==> src/design/rss_pkg.sv <==
// rss_pkg: constants, types and carriers for the reset start-up sequencer.
// assumes a single 250 MHz system clock; no module or process lives here.
package rss_pkg;

  // clock rate and start-up times in their own units
  localparam int unsigned CLK_MHZ       = 250;
  localparam int unsigned POWER_UP_TIMER_MS       = 96;
  localparam int unsigned POWER_UP_TIMER_CYCLES   = POWER_UP_TIMER_MS * CLK_MHZ * 1000;
  localparam int unsigned OST_PERIODS   = 1024;

  // counter widths sized to hold the loads above
  localparam int          POWER_UP_TIMER_W        = 25;
  localparam int          OST_W         = 11;

  // register bus geometry and map
  localparam int          ADDR_W        = 8;
  localparam int          DATA_W        = 8;
  localparam logic [7:0]  ADDR_IRQ_STAT = 8'h00;
  localparam logic [7:0]  ADDR_IRQ_MASK = 8'h01;
  localparam logic [7:0]  ADDR_SEQ_STAT = 8'h02;

  // interrupt status bit positions and reset values
  localparam int          IRQ_W         = 4;
  localparam int          IRQ_RELEASE   = 0;
  localparam int          IRQ_WDT       = 1;
  localparam int          IRQ_MASTER_CLEAR_N      = 2;
  localparam int          IRQ_WAKE      = 3;
  localparam logic [3:0]  IRQ_MASK_RST  = 4'h0;
  localparam logic [3:0]  CSTAT_RST     = 4'hf;

  // oscillator configuration
  typedef enum logic [1:0] {
    MODE_LF = 2'b00,
    MODE_XT = 2'b01,
    MODE_EC = 2'b10,
    MODE_RC = 2'b11
  } rss_osc_mode_t;

  // sequencer states, gray along hold -> timing -> run
  typedef enum logic [1:0] {
    ST_HOLD   = 2'b00,
    ST_TIMING = 2'b01,
    ST_RUN    = 2'b11
  } rss_state_t;

  // what the pending reset or wake asks of the sequence
  typedef struct packed {
    logic to;      // timeout cause flag value
    logic pd;      // power-down flag value
    logic power_up_timer;    // power-up timer needed
    logic oscillator_startup_counter;     // start-up counter allowed (crystal modes only)
    logic resume;  // continue at next instruction instead of vector
  } rss_plan_t;

  localparam rss_plan_t PLAN_POR = '{to: 1'b1, pd: 1'b1, power_up_timer: 1'b1,
                                     oscillator_startup_counter: 1'b1, resume: 1'b0};

endpackage

==> src/design/rss_tmr.sv <==
// rss_tmr: loadable down-counter that runs while busy, one step per tick.
// assumes start is only raised while idle; load value is at least one.
`timescale 1ns/1ps
module rss_tmr #(
  parameter int W = 11
) (
  // clock and reset
  input  wire logic         sys_clk,
  input  wire logic         rst,
  // control
  input  wire logic         start,
  input  wire logic         abort,
  input  wire logic         tick,
  input  wire logic [W-1:0] load_val,
  // state
  output logic              busy,
  output logic [W-1:0]      count
);

  wire last_step = busy && tick && (count == W'(1));

  // abort wins, so a held-off sequence never leaves a stale count running
  always_ff @(posedge sys_clk or posedge rst) begin
    if (rst) begin
      busy  <= 1'b0;
      count <= '0;
    end else if (abort) begin
      busy  <= 1'b0;
      count <= '0;
    end else if (start) begin
      busy  <= 1'b1;
      count <= load_val;
    end else if (busy && tick) begin
      busy  <= !last_step;
      count <= count - W'(1);
    end
  end

endmodule

==> src/design/rss_seq.sv <==
// rss_seq: reset and start-up sequencer for an 8-bit core.
// assumes all inputs are synchronous to sys_clk; osc_pulse is a one-cycle
// pulse per oscillator period seen on the clock input pin.
//
// What this block does
// - start-up counter waits 1024 oscillator periods after clear high or wake.
// - start-up delay only in crystal modes, only on power-on, wake, or clear or watchdog reset in sleep.
// - counter counts clock-pin pulses only once amplitude crosses thresholds.
// - on power-up with clear high in crystal modes, both timers start together.
// - power-up time-out is the longer of 96 ms and 1024 periods in crystal modes, 96 ms otherwise.
// - wake gets 1024 periods in crystal modes only; clear reset in run gets none.
// - time-out is measured from the rising edge of master clear.
// - power-on, clear reset in run, or clear-watchdog set both flags.
// - clear reset in sleep or interrupt wake: timeout 1, power-down 0.
// - watchdog reset in run: timeout 0, power-down 1.
// - watchdog reset in sleep clears both flags.
// - power-on, clear and watchdog resets restart at the reset vector.
// - interrupt wake resumes at next instruction, then vectors if enabled.
// - wake status reads 1110 with interrupts disabled, else 1010.
//
// Chosen here: the register addresses and the plain strobed port.
`timescale 1ns/1ps
module rss_seq #(
  parameter int unsigned POWER_UP_TIMER_CYCLES = rss_pkg::POWER_UP_TIMER_CYCLES
) (
  // clock and reset
  input  wire logic                  sys_clk,
  input  wire logic                  rst,
  // register port
  input  wire logic [7:0]            addr,
  input  wire logic [7:0]            wdata,
  input  wire logic                  wr,
  input  wire logic                  rd,
  output logic [7:0]                 rdata,
  // reset sources and core status
  input  wire logic                  por_ok,
  input  wire logic                  master_clear_n,
  input  wire logic                  wdt_timeout,
  input  wire logic                  wake_int,
  input  wire logic                  clear_watchdog_instr,
  input  wire logic                  sleeping,
  input  wire logic                  global_interrupt_disable,
  // oscillator
  input  wire rss_pkg::rss_osc_mode_t osc_mode,
  input  wire logic                  osc_pulse,
  input  wire logic                  osc_amp_ok,
  // to the core
  output logic                       core_hold,
  output logic                       pc_load,
  output logic                       pc_sel,
  output logic                       vector_after,
  output logic                       timeout_cause_flag,
  output logic                       power_down_flag,
  output logic [3:0]                 core_status_reg,
  output logic                       irq
);

  localparam logic [rss_pkg::POWER_UP_TIMER_W-1:0] POWER_UP_TIMER_LOAD =
    rss_pkg::POWER_UP_TIMER_W'(POWER_UP_TIMER_CYCLES);
  localparam logic [rss_pkg::OST_W-1:0] OST_LOAD =
    rss_pkg::OST_W'(rss_pkg::OST_PERIODS);

  rss_pkg::rss_state_t st;
  rss_pkg::rss_state_t next_st;
  rss_pkg::rss_plan_t  plan;
  rss_pkg::rss_plan_t  next_plan;
  logic [3:0]          irq_stat;
  logic [3:0]          irq_mask;
  logic [3:0]          next_irq_stat;
  logic                power_up_timer_busy;
  logic                ost_busy;
  logic [rss_pkg::POWER_UP_TIMER_W-1:0] power_up_timer_count;
  logic [rss_pkg::OST_W-1:0]  ost_count;

  // oscillator mode and run-time events, one at a time by priority
  wire mode_xtal  = (osc_mode == rss_pkg::MODE_XT) ||
                    (osc_mode == rss_pkg::MODE_LF);
  wire in_run     = (st == rss_pkg::ST_RUN);
  wire in_hold    = (st == rss_pkg::ST_HOLD);
  wire in_timing  = (st == rss_pkg::ST_TIMING);
  wire ev_por     = !por_ok;
  wire ev_master_clear_n    = in_run && por_ok && !master_clear_n;
  wire ev_wdt     = in_run && por_ok && master_clear_n && wdt_timeout;
  wire ev_wake    = in_run && por_ok && master_clear_n && !wdt_timeout &&
                    sleeping && wake_int;
  wire ev_clear_watchdog_instr  = in_run && por_ok && master_clear_n && !wdt_timeout &&
                    !sleeping && clear_watchdog_instr;

  // hold ends on the rising edge of clear with power good
  wire go         = in_hold && por_ok && master_clear_n;
  wire need_ost   = plan.oscillator_startup_counter && mode_xtal;
  wire power_up_timer_start = go && plan.power_up_timer;
  wire ost_start  = go && need_ost;
  wire direct_run = go && !plan.power_up_timer && !need_ost;
  // clear low or power loss stops any running sequence
  wire abort_seq  = !master_clear_n || !por_ok;
  wire ost_tick   = osc_pulse && osc_amp_ok;
  wire timers_idle = !power_up_timer_busy && !ost_busy;
  wire release_ok = (in_timing && timers_idle && !abort_seq) ||
                    direct_run;

  // flag and restart point chosen for each event
  wire rss_pkg::rss_plan_t plan_master_clear_n = '{to: 1'b1, pd: !sleeping,
                                         power_up_timer: 1'b0,
                                         oscillator_startup_counter: sleeping,
                                         resume: 1'b0};
  wire rss_pkg::rss_plan_t plan_wdt  = '{to: 1'b0, pd: !sleeping,
                                         power_up_timer: 1'b0, oscillator_startup_counter: sleeping,
                                         resume: 1'b0};
  wire rss_pkg::rss_plan_t plan_wake = '{to: 1'b1, pd: 1'b0,
                                         power_up_timer: 1'b0, oscillator_startup_counter: 1'b1,
                                         resume: 1'b1};

  // next plan: power loss first, then clear, watchdog, wake
  assign next_plan = ev_por  ? rss_pkg::PLAN_POR :
                     ev_master_clear_n ? plan_master_clear_n :
                     ev_wdt  ? plan_wdt  :
                     ev_wake ? plan_wake : plan;
  wire new_event   = ev_por || ev_master_clear_n || ev_wdt || ev_wake;

  // state decode
  always_comb begin
    next_st = st;
    case (st)
      rss_pkg::ST_HOLD: begin
        if (direct_run) begin
          next_st = rss_pkg::ST_RUN;
        end else if (go) begin
          next_st = rss_pkg::ST_TIMING;
        end
      end
      rss_pkg::ST_TIMING: begin
        if (abort_seq) begin
          next_st = rss_pkg::ST_HOLD;
        end else if (release_ok) begin
          next_st = rss_pkg::ST_RUN;
        end
      end
      rss_pkg::ST_RUN: begin
        if (new_event) begin
          next_st = rss_pkg::ST_HOLD;
        end
      end
      default: next_st = rss_pkg::ST_HOLD;
    endcase
  end

  // power-up timer and oscillator start-up counter
  rss_tmr #(.W(rss_pkg::POWER_UP_TIMER_W)) u_power_up_timer (
    .sys_clk  (sys_clk),
    .rst      (rst),
    .start    (power_up_timer_start),
    .abort    (abort_seq),
    .tick     (1'b1),
    .load_val (POWER_UP_TIMER_LOAD),
    .busy     (power_up_timer_busy),
    .count    (power_up_timer_count)
  );

  rss_tmr #(.W(rss_pkg::OST_W)) u_oscillator_startup_counter (
    .sys_clk  (sys_clk),
    .rst      (rst),
    .start    (ost_start),
    .abort    (abort_seq),
    .tick     (ost_tick),
    .load_val (OST_LOAD),
    .busy     (ost_busy),
    .count    (ost_count)
  );

  // sequencer state and pending plan
  always_ff @(posedge sys_clk or posedge rst) begin
    if (rst) begin
      st   <= rss_pkg::ST_HOLD;
      plan <= rss_pkg::PLAN_POR;
    end else begin
      st   <= next_st;
      plan <= next_plan;
    end
  end

  // core controls; hold drops only in the cycle the state reaches run
  wire release_now = (next_st == rss_pkg::ST_RUN) && !in_run;
  always_ff @(posedge sys_clk or posedge rst) begin
    if (rst) begin
      core_hold    <= 1'b1;
      pc_load      <= 1'b0;
      pc_sel       <= 1'b0;
      vector_after <= 1'b0;
    end else begin
      core_hold    <= (next_st != rss_pkg::ST_RUN);
      pc_load      <= release_now;
      pc_sel       <= release_now && plan.resume;
      vector_after <= release_now && plan.resume &&
                      !core_status_reg[2];
    end
  end

  // status flags, set when the event is taken so software sees the cause
  wire glint_bit = ev_wake ? global_interrupt_disable : 1'b1;
  always_ff @(posedge sys_clk or posedge rst) begin
    if (rst) begin
      timeout_cause_flag <= 1'b1;
      power_down_flag    <= 1'b1;
      core_status_reg    <= rss_pkg::CSTAT_RST;
    end else if (new_event) begin
      timeout_cause_flag <= next_plan.to;
      power_down_flag    <= next_plan.pd;
      core_status_reg    <= {1'b1, glint_bit, next_plan.to, next_plan.pd};
    end else if (ev_clear_watchdog_instr) begin
      timeout_cause_flag <= 1'b1;
      power_down_flag    <= 1'b1;
      core_status_reg    <= {core_status_reg[3:2], 2'b11};
    end
  end

  // register decode
  wire wr_stat  = wr && (addr == rss_pkg::ADDR_IRQ_STAT);
  wire wr_mask  = wr && (addr == rss_pkg::ADDR_IRQ_MASK);
  wire [3:0] ev_bits;
  assign ev_bits[rss_pkg::IRQ_RELEASE] = release_now;
  assign ev_bits[rss_pkg::IRQ_WDT]     = ev_wdt;
  assign ev_bits[rss_pkg::IRQ_MASTER_CLEAR_N]    = ev_master_clear_n;
  assign ev_bits[rss_pkg::IRQ_WAKE]    = ev_wake;
  // a new event in the clearing cycle survives the write of one
  assign next_irq_stat = (irq_stat & ~(wr_stat ? wdata[3:0] : 4'h0)) |
                         ev_bits;
  wire [7:0] rd_mux =
    (addr == rss_pkg::ADDR_IRQ_STAT) ? {4'h0, irq_stat} :
    (addr == rss_pkg::ADDR_IRQ_MASK) ? {4'h0, irq_mask} :
    (addr == rss_pkg::ADDR_SEQ_STAT) ? {st, power_up_timer_busy, ost_busy,
                                        core_status_reg} : 8'h00;

  // interrupt status, mask and level output
  always_ff @(posedge sys_clk or posedge rst) begin
    if (rst) begin
      irq_stat <= 4'h0;
      irq_mask <= rss_pkg::IRQ_MASK_RST;
      irq      <= 1'b0;
    end else begin
      irq_stat <= next_irq_stat;
      irq_mask <= wr_mask ? wdata[3:0] : irq_mask;
      irq      <= |(next_irq_stat & (wr_mask ? wdata[3:0] : irq_mask));
    end
  end

  // read data stands for the one cycle after the strobe, zero otherwise
  always_ff @(posedge sys_clk or posedge rst) begin
    if (rst) begin
      rdata <= 8'h00;
    end else begin
      rdata <= rd ? rd_mux : 8'h00;
    end
  end
endmodule

==> config.mk <==
export PLATFORM = sky130hd
export DESIGN_NAME = rss_seq
export DESIGN_NICKNAME = d
export VERILOG_FILES = /design/src/design/rss_pkg.sv /design/src/design/rss_tmr.sv /design/src/design/rss_seq.sv
export SDC_FILE = /design/constraint.sdc
export NUM_CORES = 1
export LEC_CHECK = 0
export BUFFER_PORTS_ARGS = -buffer_cell sky130_fd_sc_hd__buf_4
export CORE_UTILIZATION = 45
export CTS_CLUSTER_SIZE = 14
export DETAILED_ROUTE_END_ITERATION = 6
export GPL_TIMING_DRIVEN = 0
export PLACE_DENSITY = 0.74
export SLEW_MARGIN = 20
export SYNTH_ARGS = -nofsm -noshare
export SYNTH_HDL_FRONTEND = slang
export SYNTH_HIERARCHICAL = 1
export SYNTH_SLANG_ARGS = --single-unit
export TNS_END_PERCENT = 50
==> constraint.sdc <==
create_clock -name sys_clk -period 2.9 [get_ports sys_clk]
set_input_delay 0.29 -clock sys_clk [delete_from_list [all_inputs] [get_ports sys_clk]]
set_output_delay 0.29 -clock sys_clk [all_outputs]
set_load 0.02 [all_outputs]
==> results by group <==
Timing
  • Fin crit period: 2380 ps
  • Slew margin rel.: 0.353
  • RSZ-0062 raised after global routing: no
  • Worst-Margin Slew: between 900 and 1000 ps
  • Finish-stage setup viols: 0
  • Final period util: 0.821
  • Final hold violations: 0
  • Worst Skew: 9.07 ps
  • Final Max Tran Viols: 0
  • Max Fclk: about 420 MHz

Synth
  • Mapped Area: 0.00377 sq mm
  • Mux cell area share after synthesis: 0.0325
  • Mapped Cells: 398
  • Synth Area in Adders: 0.0133
  • Synth Area in Compound Gates: 0.164
  • Post-synthesis sequential area ratio: 0.454
  • Yosys top cell area share: 0.405
  • #FFs+latches synth: 68
  • Main flop type after synthesis: dfrtp_1
  • Number of synthesized flops with an enable pin: 0
  • Largest cells by area after synthesis: dfrtp_1 40%, dfstp_2 4.9%, nor2_1 4.5%
  • Xor/xnor share of the synthesized area: 0.0465
  • Avg Inst Size Synth: 9.47 sq um
  • Synth cell types: 70
  • Ys async rst share: 1.00
  • Largest area contributor in the synthesized netlist: dfrtp_1
  • Simple-gate share of the synthesized area: 0.236
  • Yosys warns: 6
  • Largest family of logic cells by synthesized area: simple AND/OR/NAND/NOR gates

Global route
  • Initial antenna violation count: 0
  • Largest net degree at the start of global routing: 31
  • Total grt overflow: 0
  • Number of global-route vias before repair: about 3000
  • First-pass GRT wire length: roughly 14000 microns
  • GR Util All Layers: 0.215

Finish
  • Filler Cell Count: roughly 740
  • Synthesis-to-layout area growth: 20.9%
  • Regs by FF count: u_power_up_timer/count x25, u_oscillator_startup_counter/count x11, rdata x8
  • Ratio of cells with drive above 1 in the final layout: 0.192
  • Largest Register: u_power_up_timer/count
  • Max FFs per register: 25
  • Fin nets: 526
  • Antenna cells: 0
  • Final Instance Count excl. Fillers: 601
  • Most common cell after layout, fill and taps aside: dfrtp_1
  • Most frequent cells in the layout: 61 x dfrtp_1, 45 x nor2_1, 44 x buf_4, 41 x conb_1, 29 x a21oi_1

Pwr
  • Overall Power: 2.02 mW
  • Peak VDD IR: 0.254 mV
  • Sequential fraction of design power: 0.498
  • Pwr Density: 443 mW/mm^2
  • Cell Int Power: 1.43 mW
  • Net Sw Power: 0.589 mW
  • Switch share: 0.292
  • Clk pwr share: 0.354
  • LEAKAGE: 2.14 nW
  • Comb power frac: 0.149

Hold path
  • Hold depth: 2
  • Hold Path Class: input pin to register

Placed design
  • DP HPWL: between 5000 and 6000 microns
  • Routability cong.: slightly below 0.9
  • PortBufs: 42
  • Inst Count DP: roughly 600

Routing
  • Wirelength, routed: 8360 microns
  • Drt pass-1 iters: 6
  • First DRT Iteration DRCs: around 140
  • Antenna viol nets, final: 0
  • Residual DRC: 2
  • Drt via density: 5.20
  • Via count of the routed design: 3123
  • Detail-routed net length per standard cell: 13.9 microns

Clocking
  • CTS tree: done
  • Root Driver: clkbuf_8
  • Clock Latency Late Sink: 350 ps
  • Maximum clock insertion buffer count: 2
  • CTS HTree Levels: 3
  • Number of post-CTS setup repair buffers: 0
  • Clock sinks: just under 70
  • Clock slew at reported path FFs: roughly 80 ps
  • Total CTS buffers: 9

Critical path
  • Critical path type: register to register
  • CP endpoint kind: register
  • Required @ worst endpoint: approximately 3100 ps
  • Worst Path Arrival: 2590 ps
  • Worst-path fanout max: 10
  • Critical Path Start Type: register
  • Worst Reg-to-Reg Cells: 7

Die
  • Core area: 0.00818 sq mm
  • Die width: 93.5 microns
  • Row count: 33
  • Num ports: 50
  • Die footprint: 0.00875 sq mm
  • Initial Util: 0.461
  • Die height: 93.5 microns

Run status
  • Status: finished with violations
  • Failing checks: design-rule violations

Flow run
  • Max-Cap Viols: 0
==> layout make-up <==
type | count | area [sq um] | share of cell area
multi-input cells | 325 | 2010 | 0.442
flip-flops and latches | 68 | 1710 | 0.375
clock inverters | 6 | 40.0 | 0.00879
well taps | 105 | 131 | 0.0288
plain buffers | 21 | 111 | 0.0244
repair buffers | 43 | 325 | 0.0714
inverters | 23 | 86.3 | 0.0189
clock buffers | 10 | 138 | 0.0302
==> power groups by stage <==
stage          Clock (mW)  Combinational [mW]  Sequential, mW
6_report            0.713               0.300            1.00
5_1_grt             0.789               0.340            1.01
4_1_cts             0.740               0.299            1.00
3_5_place_dp            0               0.298            1.02
3_3_place_gp            0               0.293            1.02
2_1_floorplan           0               0.207            1.02
==> final timing paths <==
path                                     startpoint                                                end  slack, ps
worst min-delay path                       sleeping                     core_status_reg[0]$_DFFE_PP1P_        130
worst max register to register      st[1]$_DFF_PP0_              u_power_up_timer/count[4]$_DFFE_PP0P_        520
max in group asynchronous                       rst             u_power_up_timer/count[17]$_DFFE_PP0P_       1820
worst max-delay path                st[1]$_DFF_PP0_              u_power_up_timer/count[4]$_DFFE_PP0P_        520
worst min register to register  plan[2]$_DFFE_PP1P_                                plan[2]$_DFFE_PP1P_        510
min in group asynchronous                       rst  u_oscillator_startup_counter/count[7]$_DFFE_PP0P_        530
==> cell families after synthesis <==
| group | count (synthesis) |
|---|---|
| compound gates | 90 |
| xor+xnor | 20 |
| fa+ha+maj | 4 |
| buf+inv | 44 |
| flops | 68 |
| mux | 11 |
| other cells | 2 |
| simple gates | 159 |
==> critical path: stages (launching register included) <==
cell and delay, ps:
dfrtp_1 360, clkbuf_1 200, nor4_1 330, clkbuf_1 290, buf_2 280, buf_1 470, mux2i_1 250, nor2_1 60
==> Yosys cell counts, types with 5 or more instances <==
| cell type | instances |
|---|---|
| dfrtp_1 | 61 |
| nor2_1 | 45 |
| a21oi_1 | 29 |
| inv_1 | 22 |
| nor3_1 | 22 |
| nand2_1 | 19 |
| nor4_1 | 15 |
| xor2_1 | 13 |
| clkbuf_1 | 10 |
| o21ai_0 | 10 |
| nand3_1 | 9 |
| dfstp_2 | 7 |
| mux2i_1 | 7 |
| o21a_1 | 7 |
| xnor2_1 | 7 |
| a211oi_1 | 5 |
| and3_1 | 5 |
| nor2b_1 | 5 |
==> through the flow <==
stage / worst slack, ps / hold WS [ps] / cell area (sq um) / TNS [ps] / util
2_1_floorplan: 610 / 155 / 3920 / 0 / -
3_3_place_gp: -83.8 / 354 / 4360 / -375 / 0.534
6_report: 519 / 127 / 4560 / 0 / 0.557
5_1_grt: 340 / 116 / 4560 / 0 / 0.557
3_5_place_dp: -26.3 / 365 / 4360 / -62.5 / 0.534
4_1_cts: 162 / 111 / 4550 / 0 / 0.557
==> timing repair <==
item / 4_1_cts / 5_1_grt
endpoints found under the setup margin: 0 / 6
hold buffers: 1 / 0
resized for setup: 0 / 1
hold endpoints to repair: 12 / 0
==> layer usage <==
metal,part of all wire,up-vias,track usage
met4,0.010,0,0.0756
met3,0.061,6,0.0626
li1,-,1577,-
met1,0.46,1449,0.284
met5,0,-,0
met2,0.46,91,0.335
Power figures use the tool's default switching activity.
